**config.mk**
```make
export PLATFORM = sky130hd
export DESIGN_NAME = eag_effective_address_generator
export DESIGN_NICKNAME = d
export VERILOG_FILES = /design/src/include/eag_pkg.sv /design/src/logic/eag_effective_address_generator.sv
export SDC_FILE = /design/constraint.sdc
export NUM_CORES = 1
export LEC_CHECK = 0
export BUFFER_PORTS_ARGS = -buffer_cell sky130_fd_sc_hd__buf_2
export CORE_AREA = 2 2 186 188
export CTS_CLUSTER_SIZE = 14
export DETAILED_ROUTE_END_ITERATION = 8
export DIE_AREA = 0 0 188 190
export PLACE_DENSITY = 0.67
export SYNTH_ARGS = -nofsm -noshare
export SYNTH_HDL_FRONTEND = slang
export SYNTH_SLANG_ARGS = --single-unit
```
**constraint.sdc**
```tcl
create_clock -name clock -period 3.19 [get_ports clock]
set_input_delay 0.638 -clock clock [delete_from_list [all_inputs] [get_ports clock]]
set_output_delay 0.638 -clock clock [all_outputs]
set_load 0.05 [all_outputs]
```
**src/include/eag_pkg.sv**
```systemverilog
// Package: modes, selects, sizes and states for the effective address generator
package eag_pkg;

    localparam int EAG_AW        = 32;
    localparam int EAG_REG_COUNT = 8;
    localparam int EAG_SEL_W     = 3;
    localparam logic [2:0] EAG_SP_SEL = 3'h4;
    localparam logic [31:0] EAG_LIMIT16 = 32'h0000ffff;
    localparam int EAG_BI_EXTRA = 1;

    typedef enum logic [3:0] {
        EAG_M_REG    = 4'h0,
        EAG_M_IMM    = 4'h1,
        EAG_M_DIRECT = 4'h2,
        EAG_M_RIND   = 4'h3,
        EAG_M_BASED  = 4'h4,
        EAG_M_INDEX  = 4'h5,
        EAG_M_SINDEX = 4'h6,
        EAG_M_BI     = 4'h7,
        EAG_M_BSI    = 4'h8,
        EAG_M_BID    = 4'h9,
        EAG_M_BSID   = 4'ha
    } eag_mode_t;

    typedef enum logic [1:0] {
        EAG_D0  = 2'h0,
        EAG_D8  = 2'h1,
        EAG_D16 = 2'h2,
        EAG_D32 = 2'h3
    } eag_disp_t;

    typedef enum logic [1:0] {
        EAG_SZ8  = 2'h0,
        EAG_SZ16 = 2'h1,
        EAG_SZ32 = 2'h2
    } eag_size_t;

    typedef enum logic [2:0] {
        EAG_S_IDLE = 3'b001,
        EAG_S_WAIT = 3'b010,
        EAG_S_DONE = 3'b100
    } eag_state_t;

endpackage

```
**src/logic/eag_effective_address_generator.sv**
```systemverilog
// Effective address generator: operand source select and address sum
//
// Operation
// RL1 - Address is base plus scaled index plus displacement
// RL2 - Index scaled by one, two, four or eight
// RL3 - Stack pointer never valid as index
// RL4 - Any general register usable as base
// RL5 - Displacement is 8 or 32 bits; code also takes a 16-bit displacement, zero-extended
// RL6 - No added cycles except base plus index
// RL7 - Eleven modes: two operand, nine memory
// RL8 - Register operand sized 8, 16, 32 bits
// RL9 - Immediate operand from instruction, no address
// RL10 - Direct mode offset equals displacement
// RL11 - Register indirect offset is base only
// RL12 - Based offset is base plus displacement
// RL13 - Index offset is index plus displacement
// RL14 - Scaled index plus displacement, no base
// RL15 - Based index: base plus index, no displacement
// RL16 - Base plus scaled index, no displacement
// RL17 - Index plus base plus displacement
// RL18 - Scaled index plus base plus displacement
// RL19 - Linear address adds segment base
// RL20 - Sixteen-bit override faults above 64K limit
// RL21 - Sign extend short displacement, wrap sums
// RL22 - Decoder holds request until accepted
`timescale 1ns/1ps
module eag_effective_address_generator
    import eag_pkg::*;
#(
    parameter int ADDR_W = EAG_AW
) (
    // Clock and reset
    input  wire logic                  clock,
    input  wire logic                  rst_n,
    // Request from the decoder
    input  wire logic                  reqValid,
    output logic                       reqReady,
    input  wire logic [3:0]            mode,
    input  wire logic [EAG_SEL_W-1:0]  baseSel,
    input  wire logic [EAG_SEL_W-1:0]  indexSel,
    input  wire logic [1:0]            scaleCode,
    input  wire logic [1:0]            dispSize,
    input  wire logic [31:0]           disp,
    input  wire logic [1:0]            opSize,
    input  wire logic [31:0]           immValue,
    input  wire logic                  addr16,
    // Register file read
    input  wire logic [32*EAG_REG_COUNT-1:0] regFile,
    // Segmentation
    input  wire logic [31:0]           segBase,
    // Result
    output logic                       resValid,
    output logic                       resIsMem,
    output logic [31:0]                operand,
    output logic [EAG_SEL_W-1:0]       regSel,
    output logic [1:0]                 regSize,
    output logic [31:0]                operandOffsetSum,
    output logic [31:0]                linearAddr,
    output logic                       badIndex,
    output logic                       protFault
);

    // Only the 32-bit datapath is built; refuse anything else
    if (ADDR_W != 32) begin : g_aw_check
        $error("eag: only 32-bit addressing supported");
    end

    // ==========================================================
    // Operand gathering
    logic [31:0] baseVal;
    logic [31:0] indexVal;
    logic [31:0] scaledIdx;
    logic [31:0] dispExt;
    logic        useBase;
    logic        useIndex;
    logic        useScale;
    logic        useDisp;
    logic        isMem;
    logic        isImm;
    logic        modeOk;

    assign baseVal  = regFile[32*baseSel +: 32];  // RL4
    assign indexVal = regFile[32*indexSel +: 32];

    always_comb begin
        useBase  = 1'b0;
        useIndex = 1'b0;
        useScale = 1'b0;
        useDisp  = 1'b0;
        isMem    = 1'b1;
        isImm    = 1'b0;
        modeOk   = 1'b1;
        case (mode)  // RL7
            EAG_M_REG:    isMem = 1'b0;  // RL8
            EAG_M_IMM: begin  // RL9
                isMem = 1'b0;
                isImm = 1'b1;
            end
            EAG_M_DIRECT: useDisp = 1'b1;  // RL10
            EAG_M_RIND:   useBase = 1'b1;  // RL11
            EAG_M_BASED: begin  // RL12
                useBase = 1'b1;
                useDisp = 1'b1;
            end
            EAG_M_INDEX: begin  // RL13
                useIndex = 1'b1;
                useDisp  = 1'b1;
            end
            EAG_M_SINDEX: begin  // RL14
                useIndex = 1'b1;
                useScale = 1'b1;
                useDisp  = 1'b1;
            end
            EAG_M_BI: begin  // RL15
                useBase  = 1'b1;
                useIndex = 1'b1;
            end
            EAG_M_BSI: begin  // RL16
                useBase  = 1'b1;
                useIndex = 1'b1;
                useScale = 1'b1;
            end
            EAG_M_BID: begin  // RL17
                useBase  = 1'b1;
                useIndex = 1'b1;
                useDisp  = 1'b1;
            end
            EAG_M_BSID: begin  // RL18
                useBase  = 1'b1;
                useIndex = 1'b1;
                useScale = 1'b1;
                useDisp  = 1'b1;
            end
            default: begin
                isMem  = 1'b0;
                modeOk = 1'b0;
            end
        endcase
    end

    // Shift instead of multiply keeps the index path short
    assign scaledIdx = useScale ? (indexVal << scaleCode) : indexVal;  // RL2

    always_comb begin
        case (dispSize)  // RL5 RL21
            EAG_D8:  dispExt = {{24{disp[7]}}, disp[7:0]};
            EAG_D16: dispExt = {16'h0000, disp[15:0]};
            EAG_D32: dispExt = disp;
            default: dispExt = 32'h00000000;
        endcase
    end

    // ==========================================================
    // Sum; 32-bit targets wrap modulo 2^32
    logic [31:0] sumOffset;
    logic [31:0] sumLinear;
    logic        indexBad;
    logic        limitBad;

    assign sumOffset = (useBase ? baseVal : 32'h00000000)
                     + (useIndex ? scaledIdx : 32'h00000000)
                     + (useDisp ? dispExt : 32'h00000000);  // RL1 RL21
    assign sumLinear = sumOffset + segBase;  // RL19 RL21
    assign indexBad  = useIndex && (indexSel == EAG_SP_SEL);  // RL3
    assign limitBad  = isMem && addr16 && (sumOffset > EAG_LIMIT16);  // RL20

    // ==========================================================
    // Control: base plus index costs one extra clock
    eag_state_t state;
    eag_state_t next_state;
    logic       twoCycle;

    assign twoCycle = useBase && useIndex;  // RL6
    // Decoder holds inputs while waiting
    assign reqReady = (state != EAG_S_WAIT);  // RL22

    always_comb begin
        next_state = state;
        case (state)
            EAG_S_IDLE, EAG_S_DONE: begin
                if (reqValid && twoCycle) begin
                    next_state = EAG_S_WAIT;
                end else if (reqValid) begin
                    next_state = EAG_S_DONE;
                end else begin
                    next_state = EAG_S_IDLE;
                end
            end
            EAG_S_WAIT: next_state = EAG_S_DONE;  // RL6
            default:    next_state = EAG_S_IDLE;
        endcase
    end

    // ==========================================================
    // Result registers
    logic        next_resValid;
    logic        next_resIsMem;
    logic [31:0] next_operand;
    logic [2:0]  next_regSel;
    logic [1:0]  next_regSize;
    logic [31:0] next_offset;
    logic [31:0] next_linear;
    logic        next_badIndex;
    logic        next_protFault;
    logic        capture;

    // Capture on the last cycle of each calculation
    assign capture = (state == EAG_S_WAIT)
                   || (reqValid && reqReady && !twoCycle);

    always_comb begin
        next_resValid  = capture;
        next_resIsMem  = resIsMem;
        next_operand   = operand;
        next_regSel    = regSel;
        next_regSize   = regSize;
        next_offset    = operandOffsetSum;
        next_linear    = linearAddr;
        next_badIndex  = badIndex;
        next_protFault = protFault;
        if (capture) begin
            next_resIsMem  = isMem;
            next_regSel    = baseSel;
            next_regSize   = opSize;  // RL8
            next_badIndex  = indexBad || !modeOk;  // RL3
            next_protFault = limitBad;  // RL20
            // Immediate yields value, no address
            next_operand   = isImm ? immValue : 32'h00000000;  // RL9
            if (mode == EAG_M_REG) begin
                next_operand = baseVal;  // RL8
            end
            next_offset    = isMem ? sumOffset : 32'h00000000;
            next_linear    = isMem ? sumLinear : 32'h00000000;
        end
    end

    always_ff @(posedge clock or negedge rst_n) begin
        if (!rst_n) begin
            state            <= EAG_S_IDLE;
            resValid         <= 1'b0;
            resIsMem         <= 1'b0;
            operand          <= 32'h00000000;
            regSel           <= 3'h0;
            regSize          <= 2'h0;
            operandOffsetSum <= 32'h00000000;
            linearAddr       <= 32'h00000000;
            badIndex         <= 1'b0;
            protFault        <= 1'b0;
        end else begin
            state            <= next_state;
            resValid         <= next_resValid;
            resIsMem         <= next_resIsMem;
            operand          <= next_operand;
            regSel           <= next_regSel;
            regSize          <= next_regSize;
            operandOffsetSum <= next_offset;
            linearAddr       <= next_linear;
            badIndex         <= next_badIndex;
            protFault        <= next_protFault;
        end
    end

    // ==========================================================
    // Checks
    single_cycle_a: assert property (@(posedge clock) disable iff (!rst_n)
        reqValid && reqReady && !twoCycle |=> resValid)  // RL6
        else $error("single-component request not done next cycle");

    two_cycle_a: assert property (@(posedge clock) disable iff (!rst_n)
        reqValid && reqReady && twoCycle |=> !resValid ##1 resValid)  // RL6
        else $error("base plus index not done in two cycles");

    sp_index_a: assert property (@(posedge clock) disable iff (!rst_n)
        capture && useIndex && indexSel == EAG_SP_SEL |=> badIndex)  // RL3
        else $error("stack pointer index not flagged");

    linear_sum_a: assert property (@(posedge clock) disable iff (!rst_n)
        resValid && resIsMem
        |-> linearAddr == operandOffsetSum + $past(segBase))  // RL19
        else $error("linear address not offset plus segment base");

    direct_disp_a: assert property (@(posedge clock) disable iff (!rst_n)
        reqValid && reqReady && mode == EAG_M_DIRECT
        |=> operandOffsetSum == $past(dispExt))  // RL10
        else $error("direct offset differs from displacement");

    rind_base_a: assert property (@(posedge clock) disable iff (!rst_n)
        reqValid && reqReady && mode == EAG_M_RIND
        |=> operandOffsetSum == $past(baseVal))  // RL11
        else $error("register indirect offset differs from base");

    imm_noaddr_a: assert property (@(posedge clock) disable iff (!rst_n)
        reqValid && reqReady && mode == EAG_M_IMM
        |=> !resIsMem && operand == $past(immValue))  // RL9
        else $error("immediate operand wrong or address made");

    limit_fault_a: assert property (@(posedge clock) disable iff (!rst_n)
        resValid && resIsMem && !protFault && $past(addr16)
        |-> operandOffsetSum <= EAG_LIMIT16)  // RL20
        else $error("16-bit offset above limit without fault");

endmodule

```
==> metrics.yaml, run 1 <==
status:
  status: "finished, violations left"
  violations: "negative setup slack"
finish:
  nets: 2808
  layout-drive-gt1-share: 0.596
  area_growth_pct: 63.3
sta:
  hold_viol: 0
  maxSlewHeadroom: 0.487
  setup_ws_ns: -2.55
  period_needed_ns: 5.74
  finalSetupViolCount: 60
  fin_worst_skew_ns: 0.0105
  fmax_ghz: 0.174
  min_period_over_period: 1.80
  final_max_slew_viol_count: 0
  rsz0062_at_grt: "true"
  tightest_slew_ns: 0.770
  holdWs_ns: 0.313
synthesis:
  async_reset_ff_frac: 1.00
  yosysSeqAreaShare: 0.197
  ys.flop_type: "dfrtp_1"
  netlist_instances: 1512
  ys_ff_latch: 108
  syn_nets: 1980
  synth_area_mm2: 0.0137
  synth_edf_count: 0
  synth.distinct_cells: 69
  syn_area_per_cell_um2: 9.09
  yosysWarningCount: 0
worst_setup_path:
  critPathMaxFanout: 6
  slowest_delay_ns: 0.53
  cp_slowest_cell: "fa_1"
  crit_path_start_kind: "input port"
  worstSetupEndpointType: "flop"
  required_ns: 3.50
  critical_path_arrival_ns: 6.05
  worstSetupPathType: "in2reg"
floorplanning:
  initial_core_util: 0.405
  io_pins: 478
  die_x_um: 188
  die_h_um: 190
  core_mm2: 0.0339
  rows: 68
  fp.dieArea_mm2: 0.0357
clocking:
  cts_root_buf: "clkbuf_16"
  cts_tree: "yes"
  cts_hold_buf: 0
  cts.sink_count: 108
  worstSkewPairLatency_ns: 0.39
  path_clk_slew_ns: 0.07
  cts.path.max_buffers: 2
  cts_buffers: 9
  htreeDepth: 3
global_route:
  overflow: 0
  grt_max_degree: 88
  track_usage: 0.326
  grt_pass1_vias: 15900
  antenna_found_initial: 31
  grt_first_pass_wirelength_um: 89200
drt:
  routed_wirelength_um: 60800
  drt_iter0_drc: 932
  vias: 15900
  drc: 0
  avgViaCountPerCell: 5.62
  wl_per_cell_um: 21.5
  dr.pass1.iters: 6
  ant_nets: 0
placed_design:
  dp_slack_ns: -3.26
  gp_congestion: 0.972
  portBuffers: 477
  hpwl_um: 49200
min_path:
  min_path_type: "in2async"
job:
  maxCapViolCount: 0
pwr:
  ir_worst_vdd_uv: 464
  p_leak_nw: 10.7
  power_density_mw_per_mm2: 513
final timing paths:
path,to,slack (ns),startpoint,cells past startpoint
max in group asynchronous,operandOffsetSum[16]$_DFFE_PN0P_,2.00,rst_n,2
max reg2reg,linearAddr[28]$_DFFE_PN0P_,0.76,state[2]$_DFF_PN0_,6
min in group clock,resIsMem$_DFFE_PN0P_,0.47,resIsMem$_DFFE_PN0P_,2
max,linearAddr[26]$_DFFE_PN0P_,-2.55,indexSel[0],30
min reg2reg,resIsMem$_DFFE_PN0P_,0.47,resIsMem$_DFFE_PN0P_,2
min,operandOffsetSum[27]$_DFFE_PN0P_,0.31,rst_n,1
synth_stat cells (10+ instances only):
| cell | instances | area [um^2] |
|---|---|---|
| nand2_1 | 235 | 882 |
| o21ai_0 | 131 | 656 |
| mux4_2 | 129 | 2910 |
| dfrtp_1 | 107 | 2680 |
| inv_1 | 92 | 345 |
| clkbuf_1 | 80 | 300 |
| nor2_1 | 77 | 289 |
| a21oi_1 | 67 | 335 |
| ha_1 | 63 | 788 |
| mux2_2 | 40 | 450 |
| a21o_1 | 34 | 255 |
| fa_1 | 33 | 661 |
| a22oi_1 | 32 | 240 |
| nand3_1 | 30 | 150 |
| a22o_1 | 28 | 245 |
| mux2i_1 | 26 | 260 |
| o311ai_0 | 23 | 201 |
| xor2_1 | 23 | 201 |
| and3_1 | 21 | 131 |
| buf_1 | 21 | 78.8 |
| xnor2_1 | 21 | 184 |
| nand2b_1 | 16 | 100 |
| o211ai_1 | 13 | 97.6 |
| a31oi_1 | 12 | 75.1 |
| o21a_1 | 12 | 90.1 |
| and2_1 | 11 | 68.8 |
| nor3_1 | 11 | 55.1 |
| o21bai_1 | 10 | 75.1 |
| or3_1 | 10 | 62.6 |
cell type report:
cell class,instances,area (um^2)
multi-input combinational,1204,12200
fill,2731,11500
timing repair buffer,924,6220
sequential,108,2700
tap,455,569
inverter,93,349
clock buffer,10,239
clock inverter,6,111
antenna,29,72.6
kinds of logic (layout without fill, tap and decap cells):
group,after synthesis,after routing,synth area share
other cells,0,29,0
compound gates,422,422,0.202
flops,108,108,0.197
xor+xnor,46,46,0.0313
simple gates,445,445,0.145
buf+inv,200,1033,0.0556
mux,195,195,0.263
fa+ha+maj,96,96,0.105
flip-flops by register name (all words and copies together), names as in the netlist:
name / count
linearAddr: 32
operandOffsetSum: 32
operand: 32
regSel: 3
state: 3
regSize: 2
badIndex: 1
protFault: 1
resIsMem: 1
resValid: 1
per-stage QoR:
step / utilization / setup TNS, ns / area, um^2 / std cells / power (mW)
2_1_floorplan: - / -87.06 / 14300 / 1512 / 6.05
3_3_place_gp: 0.581 / -122.72 / 19700 / 2724 / 8.60
3_5_place_dp: 0.581 / -127.31 / 19700 / 2724 / 8.70
4_1_cts: 0.629 / -83.67 / 21400 / 2782 / 10.8
5_1_grt: 0.660 / -94.19 / 22400 / 2825 / 12.2
6_report: 0.661 / -85.47 / 22400 / 2829 / 11.5
metal layers:
metal  vias up  GRT usage  part of all wire
met5         -          0           0.00041
met4         4      0.151             0.044
met3       137     0.0607             0.069
met2       703      0.562              0.50
met1      7719      0.397              0.39
li1       7340          -                 -
placed cells by master, fill, tap and decap left out, types with 25 or more instances in the layout:
master | synthesis | layout
buf_2 | 5 | 473
buf_4 | 0 | 380
nand2_1 | 235 | 195
mux4_2 | 129 | 129
dfrtp_1 | 107 | 107
o21ai_0 | 131 | 80
inv_1 | 92 | 76
nor2_1 | 77 | 67
buf_6 | 1 | 51
mux2_2 | 40 | 39
nand2_2 | 0 | 37
a21oi_2 | 0 | 37
a21o_1 | 34 | 34
ha_4 | 0 | 34
o21ai_1 | 1 | 33
a22oi_1 | 32 | 32
fa_1 | 33 | 31
diode_2 | 0 | 29
a22o_1 | 28 | 28
ha_1 | 63 | 28
nand3_1 | 30 | 25
timing repair:
action                     CTS  global route
pin swaps                   85           123
buffers inserted            47            33
cloned                       3             2
resized for setup          184           170
setup endpoints to repair   62            61
report_power, final:
group,switching [mW],internal [mW]
logic,4.47,3.76
clock network,0.577,0.789
registers,0.201,1.71
total,5.25,6.26
critical path, delay by kind of cell:
kind,cells,cell delay [ns]
AO/OA/AOI/OAI,15,2.31
XOR/XNOR,2,0.26
adder cells (fa/ha/maj),4,1.33
buffers and inverters,4,0.43
multiplexers,1,0.33
AND/OR/NAND/NOR,4,0.74
Note: power is estimated with default switching activity, not from simulation.
==> run 2: changes to the inputs <==
- ABC_AREA: not set -> 1
- CORE_AREA: 2 2 186 188 -> not set
- CORE_ASPECT_RATIO: not set -> 0.6
- CORE_MARGIN: not set -> 2
- CORE_UTILIZATION: not set -> 54
- DIE_AREA: 0 0 188 190 -> not set
- PLACE_DENSITY: 0.67 -> 0.84
==> run 2 against run 1 <==
Synthesized area is 11% higher. Synthesized cell count is 74% higher. The run now fails in 5_1_grt.
==> metrics.yaml, run 2 <==
floorplanning:
  die_x_um: 221  # +17%
  rows: 47  # -31%
  die_h_um: 134  # -29%
  initial_core_util: 0.551  # +0.146
  io_pins: 478  # unchanged
clocking:
  cts_root_buf: "clkbuf_16"
  cts.path.max_buffers: 2  # unchanged
  cts_hold_buf: 0  # unchanged
  htreeDepth: 3  # unchanged
  cts_buffers: 9  # unchanged
  cts.sink_count: 108  # unchanged
global_route:
  overflow: 1
  grt_first_pass_wirelength_um: 174000
  track_usage: 0.780
  grt_max_degree: 75
  grt_pass1_vias: 28000
synthesis:
  yosysTopAreaCell: "nand2_1"
  netlist_instances: 2633  # +74%
  syn_area_per_cell_um2: 5.79  # -36%
  yosys.area.top_type_share: 0.182  # -0.0291
  ys_ff_latch: 108  # unchanged
  yosysSeqAreaShare: 0.177  # -0.0193
  yosysWarningCount: 0  # unchanged
  synth_area_mm2: 0.0152  # +11%
  syn_nets: 3101  # +57%
  synth_edf_count: 0  # unchanged
  synth.distinct_cells: 45  # -35%
  async_reset_ff_frac: 1.00  # unchanged
  post-synth-top-count-cell: "nand2_1"
  synthTopCellsByCount: "nand2_1 (740), inv_1 (307), o21ai_0 (303)"
  ys.flop_type: "dfrtp_1"
  synth_area_leaders: "nand2_1 (18%), dfrtp_1 (18%), o21ai_0 (10%), inv_1 (7.6%), nand3_1 (6.8%)"
placed_design:
  portBuffers: 477  # unchanged
  hpwl_um: 62000  # +26%
  dp_cells: 3786  # +39%
  gp_congestion: 1.08  # +11%
status:
  stop_error: "[ERROR GRT-0116] Global routing finished with congestion. Check the congestion regions in the DRC Viewer."
  status: "stopped before the end"
  haltStage: "5_1_grt"
run 2: stage by stage:
step           utilization  TNS (ns)  setup slack [ns]  area [um^2]
2_1_floorplan            -    -54.55             -1.72        15900
3_3_place_gp         0.790   -102.26             -2.80        21800
3_5_place_dp         0.790   -108.33             -2.82        21800
4_1_cts              0.876    -73.59             -2.00        24200
run 2: cells by family after synthesis:
family	Yosys count	share of synthesized area
DFF	108	0.177
xor gates and xnor gates	24	0.0138
muxes	10	0.00657
and+or+nand+nor	1236	0.334
adders and majority gates	96	0.0951
AOI/OAI and AO/OA	681	0.250
buffers and inverters	478	0.124
run 2: metal layers:
metal	GRT usage	GRT overflow
met5	0.555	0
met4	0.678	0
met3	0.676	0
met2	0.896	1
met1	0.810	0
run 2: repair_timing:
item	CTS
cloned	5
setup endpoints to repair	62
resized for setup	396
setup buffers	60
pin swaps	157
hold endpoints to repair	0
